## config.mk

```make
export PLATFORM = sky130hd
export DESIGN_NAME = rx_port_interrupt_status
export DESIGN_NICKNAME = d
export VERILOG_FILES = /design/src/hdl/rx_irq_pkg.sv /design/src/hdl/rx_port_interrupt_status.sv /design/src/hdl/port_irq_unit.sv
export VERILOG_INCLUDE_DIRS = /design/src /design/src/hdl
export SDC_FILE = /design/constraint.sdc
export NUM_CORES = 1
export LEC_CHECK = 0
export ABC_AREA = 1
export BUFFER_PORTS_ARGS = -buffer_cell sky130_fd_sc_hd__buf_2
export CAP_MARGIN = 20
export CORE_MARGIN = 2
export CORE_UTILIZATION = 35
export CTS_BUF_LIST = sky130_fd_sc_hd__clkbuf_4
export DETAILED_ROUTE_END_ITERATION = 6
export PLACE_DENSITY_LB_ADDON = 0.3
export SYNTH_ARGS = -nofsm -noshare
export SYNTH_HDL_FRONTEND = slang
export SYNTH_SLANG_ARGS = --single-unit
```

## constraint.sdc

```tcl
create_clock -name i_clk -period 3.4 [get_ports i_clk]
set_input_delay 0.34 -clock i_clk [delete_from_list [all_inputs] [get_ports i_clk]]
set_output_delay 0.34 -clock i_clk [all_outputs]
set_load 0.005 [all_outputs]
```

## src/hdl/rx_irq_regs.svh

```systemverilog
`ifndef RX_IRQ_REGS_SVH
`define RX_IRQ_REGS_SVH

// ****************************************************************
// Register offsets
// ****************************************************************
`define RX_PORT_SELECT_ADDR 8'h4C
`define PORT_IRQ_CONTROL_LOW_ADDR 8'hD9
`define PORT_IRQ_STATUS_LOW_ADDR 8'hDB
`define FWD_GPIO_STATUS_ADDR 8'hDC
`define FWD_GPIO_IRQ_CONTROL_ADDR 8'hDD
`define SENSOR_RISE_IRQ_STATUS_ADDR 8'hDE
`define RX_PORT_STATUS_ONE_ADDR 8'hD0
`define RX_PORT_STATUS_TWO_ADDR 8'hD1

// ****************************************************************
// Field positions and masks
// ****************************************************************
`define LINE_LENGTH_CHANGE_BIT 6
`define LINE_COUNT_CHANGE_BIT 5
`define RX_BUFFER_OVERFLOW_BIT 4
`define LINK_PARITY_ERROR_BIT 2
`define PORT_VALID_CHANGE_BIT 1
`define LOCK_CHANGE_BIT 0
`define STATUS_LOW_VALID_MASK 8'h77
`define GPIO_FLAG_LSB 4

// ****************************************************************
// Reset values
// ****************************************************************
`define REG_RESET_VALUE 8'h00
`define PORT_SELECT_RESET 2'h0

`endif

```

## src/hdl/rx_irq_pkg.sv

```systemverilog
`default_nettype none

package rx_irq_pkg;
  `include "rx_irq_regs.svh"

  typedef logic [1:0] port_sel_t;
  typedef logic [7:0] reg_byte_t;

  // Which register an address points at
  typedef enum logic [3:0] {
    REG_NONE = 4'h0,
    REG_PORT_SELECT = 4'h1,
    REG_CONTROL_LOW = 4'h2,
    REG_STATUS_LOW = 4'h3,
    REG_GPIO_STATUS = 4'h4,
    REG_GPIO_CONTROL = 4'h5,
    REG_SENSOR_RISE = 4'h6,
    REG_PORT_STATUS_ONE = 4'h7,
    REG_PORT_STATUS_TWO = 4'h8
  } reg_id_t;

  // Address decode, shared by the read and the write path
  function automatic reg_id_t decode_addr(input logic [7:0] addr);
    case (addr)
      `RX_PORT_SELECT_ADDR: decode_addr = REG_PORT_SELECT;
      `PORT_IRQ_CONTROL_LOW_ADDR: decode_addr = REG_CONTROL_LOW;
      `PORT_IRQ_STATUS_LOW_ADDR: decode_addr = REG_STATUS_LOW;
      `FWD_GPIO_STATUS_ADDR: decode_addr = REG_GPIO_STATUS;
      `FWD_GPIO_IRQ_CONTROL_ADDR: decode_addr = REG_GPIO_CONTROL;
      `SENSOR_RISE_IRQ_STATUS_ADDR: decode_addr = REG_SENSOR_RISE;
      `RX_PORT_STATUS_ONE_ADDR: decode_addr = REG_PORT_STATUS_ONE;
      `RX_PORT_STATUS_TWO_ADDR: decode_addr = REG_PORT_STATUS_TWO;
      default: decode_addr = REG_NONE;
    endcase
  endfunction

  // Rising and falling edges between two samples
  function automatic reg_byte_t rise_of(input reg_byte_t cur,
                                        input reg_byte_t prev);
    rise_of = cur & ~prev;
  endfunction

  function automatic reg_byte_t fall_of(input reg_byte_t cur,
                                        input reg_byte_t prev);
    fall_of = ~cur & prev;
  endfunction
endpackage

`default_nettype wire

```

## src/hdl/rx_port_interrupt_status.sv

```systemverilog
// Notes on behaviour
// RULE1: Port select register picks which receive port the per-port accesses reach.
// RULE2: Line length change sets status bit 6; reading port status two clears it.
// RULE3: Line count change sets status bit 5; reading port status two clears it.
// RULE4: Buffer overflow sets status bit 4; reading port status two clears it.
// RULE5: Link parity error sets status bit 2; reading port status one clears it.
// RULE6: Port valid change sets status bit 1; reading port status one clears it.
// RULE7: Lock change sets status bit 0; reading port status one clears it.
// RULE8: GPIO3..0 flags in bits 7..4 set on enabled edges, cleared on read.
// RULE9: GPIO3..0 present levels read in bits 3..0, no side effect.
// RULE10: Falling edge flagged where fall enable bits 7,5,3,1 are set.
// RULE11: Rising edge flagged where rise enable bits 6,4,2,0 are set.
// RULE12: Masked sensor status rising edges latch in sensor rise status.
// RULE13: Reading sensor rise status clears the latched bits.
// RULE14: Port status bits reach the interrupt only through their enable bits.
// RULE15: Interrupt high while any latched enabled bit of any port is set.
// RULE16: Reserved status bits 7 and 3 read zero and ignore writes.

`default_nettype none

module rx_port_interrupt_status
  import rx_irq_pkg::*;
(
  input wire logic i_clk,
  input wire logic i_rst,
  input wire logic [7:0] i_addr,
  input wire logic i_wr,
  input wire logic [7:0] i_wdata,
  input wire logic i_rd,
  output logic [7:0] o_rdata,
  output logic o_rvalid,
  output logic o_irq,
  input wire logic [3:0] i_line_len_chg,
  input wire logic [3:0] i_line_cnt_chg,
  input wire logic [3:0] i_buf_overflow,
  input wire logic [3:0] i_parity_err,
  input wire logic [3:0] i_valid_chg,
  input wire logic [3:0] i_lock_chg,
  input wire logic [3:0][3:0] i_fwd_gpio_level,
  input wire logic [3:0][7:0] i_sensor_status_bits,
  input wire logic [3:0][7:0] i_sensor_rise_mask
);
  port_sel_t port_sel_q, port_sel_d;
  logic [3:0][7:0] ctrl_low_q, ctrl_low_d;
  logic [3:0][7:0] gpio_ctrl_q, gpio_ctrl_d;
  logic [7:0] rdata_q, rdata_d;
  logic rvalid_q, rvalid_d, irq_q, irq_d;
  reg_id_t wsel, rsel;
  logic [3:0] clr_one, clr_two, clr_gpio, clr_sensor;
  logic [3:0][7:0] stat_all, gpio_all, srise_all;
  logic [3:0] pend;
  logic [7:0] sel_stat;

  // ****************************************************************
  // Address decode and per-port clear strobes
  // ****************************************************************
  // Clears go only to the port currently selected
  always_comb begin
    wsel = decode_addr(i_addr);
    rsel = decode_addr(i_addr);
    for (int p = 0; p < 4; p++) begin
      clr_one[p] = i_rd && rsel == REG_PORT_STATUS_ONE
                   && port_sel_q == p[1:0]; // see RULE1
      clr_two[p] = i_rd && rsel == REG_PORT_STATUS_TWO
                   && port_sel_q == p[1:0];
      clr_gpio[p] = i_rd && rsel == REG_GPIO_STATUS
                    && port_sel_q == p[1:0]; // see RULE8
      clr_sensor[p] = i_rd && rsel == REG_SENSOR_RISE
                      && port_sel_q == p[1:0]; // see RULE13
    end
  end

  // ****************************************************************
  // Per-port status units
  // ****************************************************************
  for (genvar g = 0; g < 4; g++) begin : g_port
    port_irq_unit u_unit (
      .i_clk(i_clk),
      .i_rst(i_rst),
      .i_line_len_chg(i_line_len_chg[g]),
      .i_line_cnt_chg(i_line_cnt_chg[g]),
      .i_buf_overflow(i_buf_overflow[g]),
      .i_parity_err(i_parity_err[g]),
      .i_valid_chg(i_valid_chg[g]),
      .i_lock_chg(i_lock_chg[g]),
      .i_gpio_level(i_fwd_gpio_level[g]),
      .i_gpio_ctrl(gpio_ctrl_q[g]),
      .i_sensor_status_bits(i_sensor_status_bits[g]),
      .i_sensor_rise_mask(i_sensor_rise_mask[g]),
      .i_clr_one(clr_one[g]),
      .i_clr_two(clr_two[g]),
      .i_clr_gpio(clr_gpio[g]),
      .i_clr_sensor(clr_sensor[g]),
      .o_status_low(stat_all[g]),
      .o_gpio_status(gpio_all[g]),
      .o_sensor_rise(srise_all[g])
    );
  end

  // ****************************************************************
  // Register writes
  // ****************************************************************
  // Status registers are read only, so writes to them fall through
  always_comb begin
    port_sel_d = port_sel_q;
    ctrl_low_d = ctrl_low_q;
    gpio_ctrl_d = gpio_ctrl_q;
    if (i_wr) begin
      if (wsel == REG_PORT_SELECT) begin
        port_sel_d = i_wdata[1:0]; // see RULE1
      end else if (wsel == REG_CONTROL_LOW) begin
        ctrl_low_d[port_sel_q] = i_wdata & `STATUS_LOW_VALID_MASK;
      end else if (wsel == REG_GPIO_CONTROL) begin
        gpio_ctrl_d[port_sel_q] = i_wdata; // see RULE11
      end
    end
  end

  // ****************************************************************
  // Register reads
  // ****************************************************************
  // Read data is captured before the clear lands on the same edge
  always_comb begin
    sel_stat = stat_all[port_sel_q]; // see RULE1
    rvalid_d = i_rd;
    rdata_d = 8'h00;
    if (i_rd) begin
      case (rsel)
        REG_PORT_SELECT: rdata_d = {6'h00, port_sel_q};
        REG_CONTROL_LOW: rdata_d = ctrl_low_q[port_sel_q];
        REG_STATUS_LOW: rdata_d = sel_stat; // see RULE16
        REG_GPIO_STATUS: rdata_d = gpio_all[port_sel_q]; // see RULE9
        REG_SENSOR_RISE: rdata_d = srise_all[port_sel_q]; // see RULE13
        default: rdata_d = 8'h00; // Write only or not held here
      endcase
    end
  end

  // ****************************************************************
  // Interrupt output
  // ****************************************************************
  // GPIO and sensor flags are already gated when they are latched
  always_comb begin
    for (int p = 0; p < 4; p++) begin
      pend[p] = |(stat_all[p] & ctrl_low_q[p]) // see RULE14
                | (|gpio_all[p][7:4]) | (|srise_all[p]);
    end
    irq_d = |pend; // see RULE15
  end

  always_ff @(posedge i_clk) begin
    if (i_rst) begin
      port_sel_q <= `PORT_SELECT_RESET;
      ctrl_low_q <= '0;
      gpio_ctrl_q <= '0;
      rdata_q <= `REG_RESET_VALUE;
      rvalid_q <= 1'b0;
      irq_q <= 1'b0;
    end else begin
      port_sel_q <= port_sel_d;
      ctrl_low_q <= ctrl_low_d;
      gpio_ctrl_q <= gpio_ctrl_d;
      rdata_q <= rdata_d;
      rvalid_q <= rvalid_d;
      irq_q <= irq_d;
    end
  end

  assign o_rdata = rdata_q;
  assign o_rvalid = rvalid_q;
  assign o_irq = irq_q;
endmodule // rx_port_interrupt_status

`default_nettype wire

```

## src/hdl/port_irq_unit.sv

```systemverilog
`default_nettype none

module port_irq_unit
  import rx_irq_pkg::*;
(
  input wire logic i_clk,
  input wire logic i_rst,
  input wire logic i_line_len_chg,
  input wire logic i_line_cnt_chg,
  input wire logic i_buf_overflow,
  input wire logic i_parity_err,
  input wire logic i_valid_chg,
  input wire logic i_lock_chg,
  input wire logic [3:0] i_gpio_level,
  input wire logic [7:0] i_gpio_ctrl,
  input wire logic [7:0] i_sensor_status_bits,
  input wire logic [7:0] i_sensor_rise_mask,
  input wire logic i_clr_one,
  input wire logic i_clr_two,
  input wire logic i_clr_gpio,
  input wire logic i_clr_sensor,
  output logic [7:0] o_status_low,
  output logic [7:0] o_gpio_status,
  output logic [7:0] o_sensor_rise
);
  logic [7:0] stat_q, stat_d, sprev_q, sprev_d, srise_q, srise_d;
  logic [3:0] gflag_q, gflag_d, level_q, level_d;
  logic [3:0] rise_en, fall_en, gset;
  logic [7:0] grise, gfall, sset;

  // ****************************************************************
  // Edge detection and sticky flags
  // ****************************************************************
  // Set terms are OR-ed after the clear so an event on a read wins
  always_comb begin
    for (int i = 0; i < 4; i++) begin
      rise_en[i] = i_gpio_ctrl[2*i];
      fall_en[i] = i_gpio_ctrl[2*i+1];
    end
    grise = rise_of({4'h0, i_gpio_level}, {4'h0, level_q});
    gfall = fall_of({4'h0, i_gpio_level}, {4'h0, level_q});
    gset = (grise[3:0] & rise_en) | (gfall[3:0] & fall_en); // see RULE10
    sset = rise_of(i_sensor_status_bits, sprev_q) & i_sensor_rise_mask;
    stat_d = stat_q;
    if (i_clr_one) begin
      stat_d[2:0] = 3'h0; // see RULE5
    end
    if (i_clr_two) begin
      stat_d[6:4] = 3'h0; // see RULE2
    end
    stat_d[`LINE_LENGTH_CHANGE_BIT] |= i_line_len_chg; // see RULE2
    stat_d[`LINE_COUNT_CHANGE_BIT] |= i_line_cnt_chg; // see RULE3
    stat_d[`RX_BUFFER_OVERFLOW_BIT] |= i_buf_overflow; // see RULE4
    stat_d[`LINK_PARITY_ERROR_BIT] |= i_parity_err; // see RULE5
    stat_d[`PORT_VALID_CHANGE_BIT] |= i_valid_chg; // see RULE6
    stat_d[`LOCK_CHANGE_BIT] |= i_lock_chg; // see RULE7
    stat_d = stat_d & `STATUS_LOW_VALID_MASK; // see RULE16
    gflag_d = (i_clr_gpio ? 4'h0 : gflag_q) | gset; // see RULE8
    level_d = i_gpio_level; // see RULE9
    sprev_d = i_sensor_status_bits;
    srise_d = (i_clr_sensor ? 8'h00 : srise_q) | sset; // see RULE12
  end

  // Level history starts low, so a pin high at reset counts as a rise
  always_ff @(posedge i_clk) begin
    if (i_rst) begin
      stat_q <= `REG_RESET_VALUE;
      gflag_q <= 4'h0;
      level_q <= 4'h0;
      sprev_q <= `REG_RESET_VALUE;
      srise_q <= `REG_RESET_VALUE;
    end else begin
      stat_q <= stat_d;
      gflag_q <= gflag_d;
      level_q <= level_d;
      sprev_q <= sprev_d;
      srise_q <= srise_d;
    end
  end

  assign o_status_low = stat_q;
  assign o_gpio_status = {gflag_q, level_q};
  assign o_sensor_rise = srise_q;
endmodule // port_irq_unit

`default_nettype wire

```

Word level (Yosys, flattened, before mapping)
Index checks and enable logic that the tools add are counted.
Storage, ports and cells
  logic and storage cells: 213
  register bits after elaboration: 204
Operators by class
  multiplexer cells: 30
  reduce and logical (&&, ||, !) cells: 39
  bitwise gates (word level): 87
  equality and inequality tests: 19
  magnitude comparators: 2
Operators by type and width (number)
  8-bit bitwise AND: 12
  8-bit 2-to-1 mux: 9
  4-bit bitwise AND: 16
  8-bit binary-select mux with 2-bit select: 4
  32-bit bitwise mux: 2
  8-bit OR reduction: 8
  8-bit == test (second input constant): 7
  8-bit one-hot mux with 5 select lines: 1
  4-bit NOT: 8
  8-bit NOT: 4
  1-bit OR: 32
  4-bit OR: 8
  8-bit OR: 4
  4-bit one-hot mux with 8 select lines: 1
  3-bit 2-to-1 mux: 8
  1-bit logical AND: 21
  4-bit OR reduction: 5
  8-bit demux with 2-bit select: 1
  4-bit by 3-bit == test with 1-bit output (second input constant): 4
  4-bit 2-to-1 mux: 4
  4-bit by 2-bit == test with 1-bit output (second input constant): 2
  8-bit by 7-bit == test with 1-bit output (second input constant): 1
  2-bit == test (second input constant): 2
  4-bit by 1-bit == test with 1-bit output (second input constant): 1
  10 further kinds: 12

Logic depth before layout (Yosys ltp)
  word-level depth: 7
  gate-level depth with buffers: 11
  gate-level depth less buffers: 9

Modules after synthesis
Synthesis repeated with hierarchy kept, for this count alone.
Unflattened totals
  cell total of the unflattened synthesis: 1200
  area total of the unflattened synthesis: 8378.0 µm²
Modules (own cells, without submodules)
  port_irq_unit: times used 4, cells each 125, area an instance 1051.0 µm²
  rx_port_interrupt_status: times used 1, cells each 700, area an instance 4174.0 µm²

Worst setup path after synthesis
Ideal clock, no wire load.
  kind: input-to-reg
  start: input port i_addr[5]
  end: register gpio_ctrl_q[17] in the netlist's numbering
  path slack: 1.991 ns
  required time: 3.268 ns
  setup time: 0.132 ns
  arrival: 1.276 ns
  cell stages on the path: 7
  cells stage by stage: inv_1 > nand2_1 > nor2_4 > nand3_4 > clkbuf_1 > o21ai_0 > a21oi_1
On the way
  longest elaborated chain between the ends: 5
  elaborated cells on any way between the ends: 15
  classes of those cells: 11 x eq/ne; 1 x mux; 2 x bitwise; 1 x reduce/logical
RTL lines
  start, declared: line rx_port_interrupt_status.sv:26  | input wire logic [7:0] i_addr,
  8-bit == test / 8-bit by 7-bit == test with 1-bit output (equally long branches): line rx_irq_pkg.sv:24  | case (addr)
  4-bit one-hot mux with 8 select lines *: line rx_irq_pkg.sv:24
  4-bit by 2-bit == test with 1-bit output / 4-bit by 1-bit == test with 1-bit output (equally long branches): line rx_port_interrupt_status.sv:111, rx_port_interrupt_status.sv:109
  1-bit NOT (no line)
  4-bit AND reduction (no line) *
  end signal, assigned: line rx_port_interrupt_status.sv:162  | gpio_ctrl_q <= gpio_ctrl_d;
  end, declared: line rx_port_interrupt_status.sv:45  | logic [3:0][7:0] gpio_ctrl_q, gpio_ctrl_d;
Every way passes the cells marked *; elsewhere a longest branch is shown, timed or not.
A chain may end at the register's enable or synchronous reset.

Worst setup path after layout
  start: register port_sel_q[0]
  end: register ctrl_low_q[6] in the netlist's numbering
On the way
  longest elaborated chain between the ends: 5
  elaborated cells on any way between the ends: 6
  classes of those cells: 2 x order compare; 3 x mux; 1 x reduce/logical
RTL lines
  start, declared: line rx_port_interrupt_status.sv:43  | port_sel_t port_sel_q, port_sel_d;
  start signal, assigned: line rx_port_interrupt_status.sv:153  | port_sel_q <= `PORT_SELECT_RESET;
  start signal, assigned: line rx_port_interrupt_status.sv:160  | port_sel_q <= port_sel_d;
  2-bit by 3-bit < comparator with 1-bit output / 2-bit by 1-bit greater-or-equal comparator with 1-bit output (equally long branches)
  1-bit logical AND
  8-bit 2-to-1 mux
  8-bit demux with 2-bit select *
  32-bit bitwise mux (no line) *
  end signal, assigned: line rx_port_interrupt_status.sv:161  | ctrl_low_q <= ctrl_low_d;
  end, declared: line rx_port_interrupt_status.sv:44  | logic [3:0][7:0] ctrl_low_q, ctrl_low_d;
Marked as above.

==> flow_summary.yaml <==
clocking:
  cts_buffers: 17
  clock_path_buffers: 2
  root_buffer: "clkbuf_4"
  cts.reportedPaths.clkPinSlew_ps: 160
  insertion_delay_ps: 610
  cts_sinks: 188
  cts_max_level: 4
  postCtsResizedCells: 0
  cts_tree: "yes"
critical_path:
  crit_path_end_kind: "flop"
  cp_max_fo: 28
  cp_data_arrival_time_ps: 3110
  crit_path_start_kind: "flop"
  path_class: "reg -> reg"
  critPathSlowestCell: "dfxtp_1"
  path_cells: "inv_2 -> nand2_1 -> inv_2 -> nand3_1 -> nand2_1 -> nand2_1 -> nor2_1"
  worst_path_largest_cell_delay_ps: 480
  crit_top_cell: "nand2_1"
  worstPathRequired_ps: 3960
timing:
  min_period_ps: 2560
  hold_viol: 0
  setup_slack_ps: 843
  max_freq_mhz: 391
  relSlewSlack_pct: 36.8
  finalClockSkew_ps: 21.3
  final-max-slew-violation-count: 0
  setup_viol: 0
  rsz0062_at_grt: "no"
  finalCritPeriodShare_pct: 75.2
  fin_setup_tns_ps: 0
  tightest_slew_ps: 949
global_routing:
  grt_max_degree: 88
  grt_usage_pct: 21.2
  overflow: 0
  grt_pass1_wl_mm: 40.4
  antenna_found_initial: 1
  grt_pass1_vias: 7777
synth:
  synth_edf_count: 0
  synth-seq-cells: 188
  syn_inst: 1204
  synth_most_common_cell: "nand2_1"
  syn-cell-area_um2: 8170
  synthTopCellsByArea: "dfxtp_1, nand2_1, nor2_1, a21oi_1, inv_1"
  synth.yosys.seq_area_share_pct: 46.1
  synth_commonest_cells: "nand2_1, dfxtp_1, nor2_1"
  synth_fp_nets: 1328
  synth_top_area_share_pct: 46.1
  synth_top_flop_cell: "dfxtp_1"
  synth_cell_type_count: 24
  synth_area_per_cell_um2: 6.78
  synthArstFlopShare_pct: 0
  yosys_warnings: 0
  synth_area_leader_cell: "dfxtp_1"
floorplan:
  core_um2: 22800
  pin_count: 134
  die_h_um: 157
  rows: 55
  start_util_pct: 35.9
  die-area_um2: 24600
  fp.dieW_um: 157
job:
  drv_cap: 0
routing:
  drtIter0Drc: 804
  drtAntennaViolNets: 0
  dr_total_vias: 8236
  remaining_drc_errors: 0
  post_drt_wl_per_cell_um: 14.9
  finalWirelength_mm: 25.9
  viasPerCell: 4.73
  detailedRoute.firstPassIterationCount: 7
power_and_ir_drop:
  p_per_area_nw_per_um2: 397
  vdd_drop_max_mv: 0.233
  p_leak_nw: 4.87
finish:
  multiInputGateArea_um2: 3780
  regArea_um2: 3760
  fin_nets: 1538
  num-fill-cells: 2333
  drive_above_1_share_pct: 13.2
  syn_to_final_growth_pct: 27.5
hold_path:
  min_path_type: "in -> reg"
outcome:
  status: "completed"
place:
  portBuffers: 133
  preCtsSetupSlack_ps: 930
  gp_congestion: 0.882
  dp_hpwl_mm: 17.9
-- cells by family (layout without fill, tap and decap cells) --
group / count (synthesis) / count (layout) / share of synthesized area [%]
compound gates: 165 / 165 / 10.5
buf+inv: 156 / 379 / 7.66
flops: 188 / 188 / 46.1
other cells: 0 / 1 / 0
simple gates: 695 / 695 / 35.7
-- final timing paths --
| path | cells past startpoint | start | slack [ps] | end |
|---|---|---|---|---|
| setup reg to reg | 7 | port_sel_q[0]$_SDFFE_PP0P_ | 840 | ctrl_low_q[6]$_SDFFE_PP0P_ |
| setup / recovery | 7 | port_sel_q[0]$_SDFFE_PP0P_ | 840 | ctrl_low_q[6]$_SDFFE_PP0P_ |
| hold reg to reg | 2 | g_port[2].u_unit.sprev_q[3]$_SDFF_PP0_ | 460 | g_port[2].u_unit.o_sensor_rise[3]$_SDFF_PP0_ |
| hold / removal | 3 | i_wdata[5] | 90 | gpio_ctrl_q[5]$_SDFFE_PP0P_ |
-- cell usage in the layout (no fill, tap or decap) --
| master | count |
|---|---|
| nor3_1 | 3 |
| nor3_2 | 1 |
| clkinvlp_4 | 2 |
| buf_4 | 8 |
| nand3_1 | 55 |
| nand3b_1 | 32 |
| nor2_4 | 5 |
| a31oi_1 | 27 |
| inv_2 | 5 |
| buf_2 | 132 |
| clkbuf_4 | 19 |
| o21ai_0 | 46 |
| dlygate4sd3_1 | 105 |
| nor2_2 | 1 |
| inv_1 | 97 |
| nand3_2 | 2 |
| o21ai_1 | 12 |
| nand3_4 | 1 |
| inv_8 | 1 |
| dfxtp_1 | 188 |
| nor2_1 | 169 |
| nand2_1 | 411 |
| diode_2 | 1 |
| nand4_1 | 14 |
| a21oi_1 | 80 |
| nand4_2 | 1 |
| bufinv_16 | 3 |
| clkinv_4 | 1 |
| inv_6 | 6 |
-- per-stage QoR --
step           instance area, um^2  utilization (%)  hold slack, ps  std cells  total power, mW
3_3_place_gp                  9040             39.7             458       1603             2.70
6_report                     10400             45.7            92.1       1741             4.13
5_1_grt                      10400             45.7            58.5       1741             4.31
4_1_cts                      10400             45.6            7.12       1739             4.16
2_1_floorplan                 8170                -             446       1204             2.55
3_5_place_dp                  9040             39.7             465       1603             2.71
-- registers in the layout (all words and copies together) (netlist names) --
name and count:
g_port.u_unit.o_sensor_rise 32, g_port.u_unit.sprev_q 32, gpio_ctrl_q 32, ctrl_low_q 24, g_port.u_unit.o_status_low 24, g_port.u_unit.gflag_q 16, g_port.u_unit.level_q 16, o_rdata 8
port_sel_q 2, o_irq 1, o_rvalid 1
-- critical path, delay by kind of cell, from the launching register on --
kind / cells / cell delay [ps]
simple gates: 5 / 1160
buf+inv: 2 / 880
flops: 1 / 480
-- layer usage --
layer	GRT usage (%)	share of wire, %	wire (um)
met1	27.6	45	11600
met2	35.2	48	12300
met3	4.04	5.5	1440
met4	7.47	2.1	554
met5	0	0	0
-- layout make-up --
cell class	instances	share of cell area [%]
antenna	1	0.0240
multi-input combinational	860	36.3
clock buffer	19	1.37
inverter	102	3.68
sequential	188	36.2
clock inverter	13	1.71
timing repair buffer	245	17.0
tap	313	3.76
-- power by group --
part	leakage (nW)	switching [mW]	internal, mW
Sequential	1.54	0.0645	2.29
Combinational	3.16	0.204	0.204
Clock	0.167	0.825	0.547
-- what timing repair did --
action / 4_1_cts / 5_1_grt
buffers inserted: 0 / 0
hold buffers: 104 / 1
endpoints found under the hold margin: 104 / 1
setup endpoints to repair: 0 / 0
(Power assumes the default switching activity.)
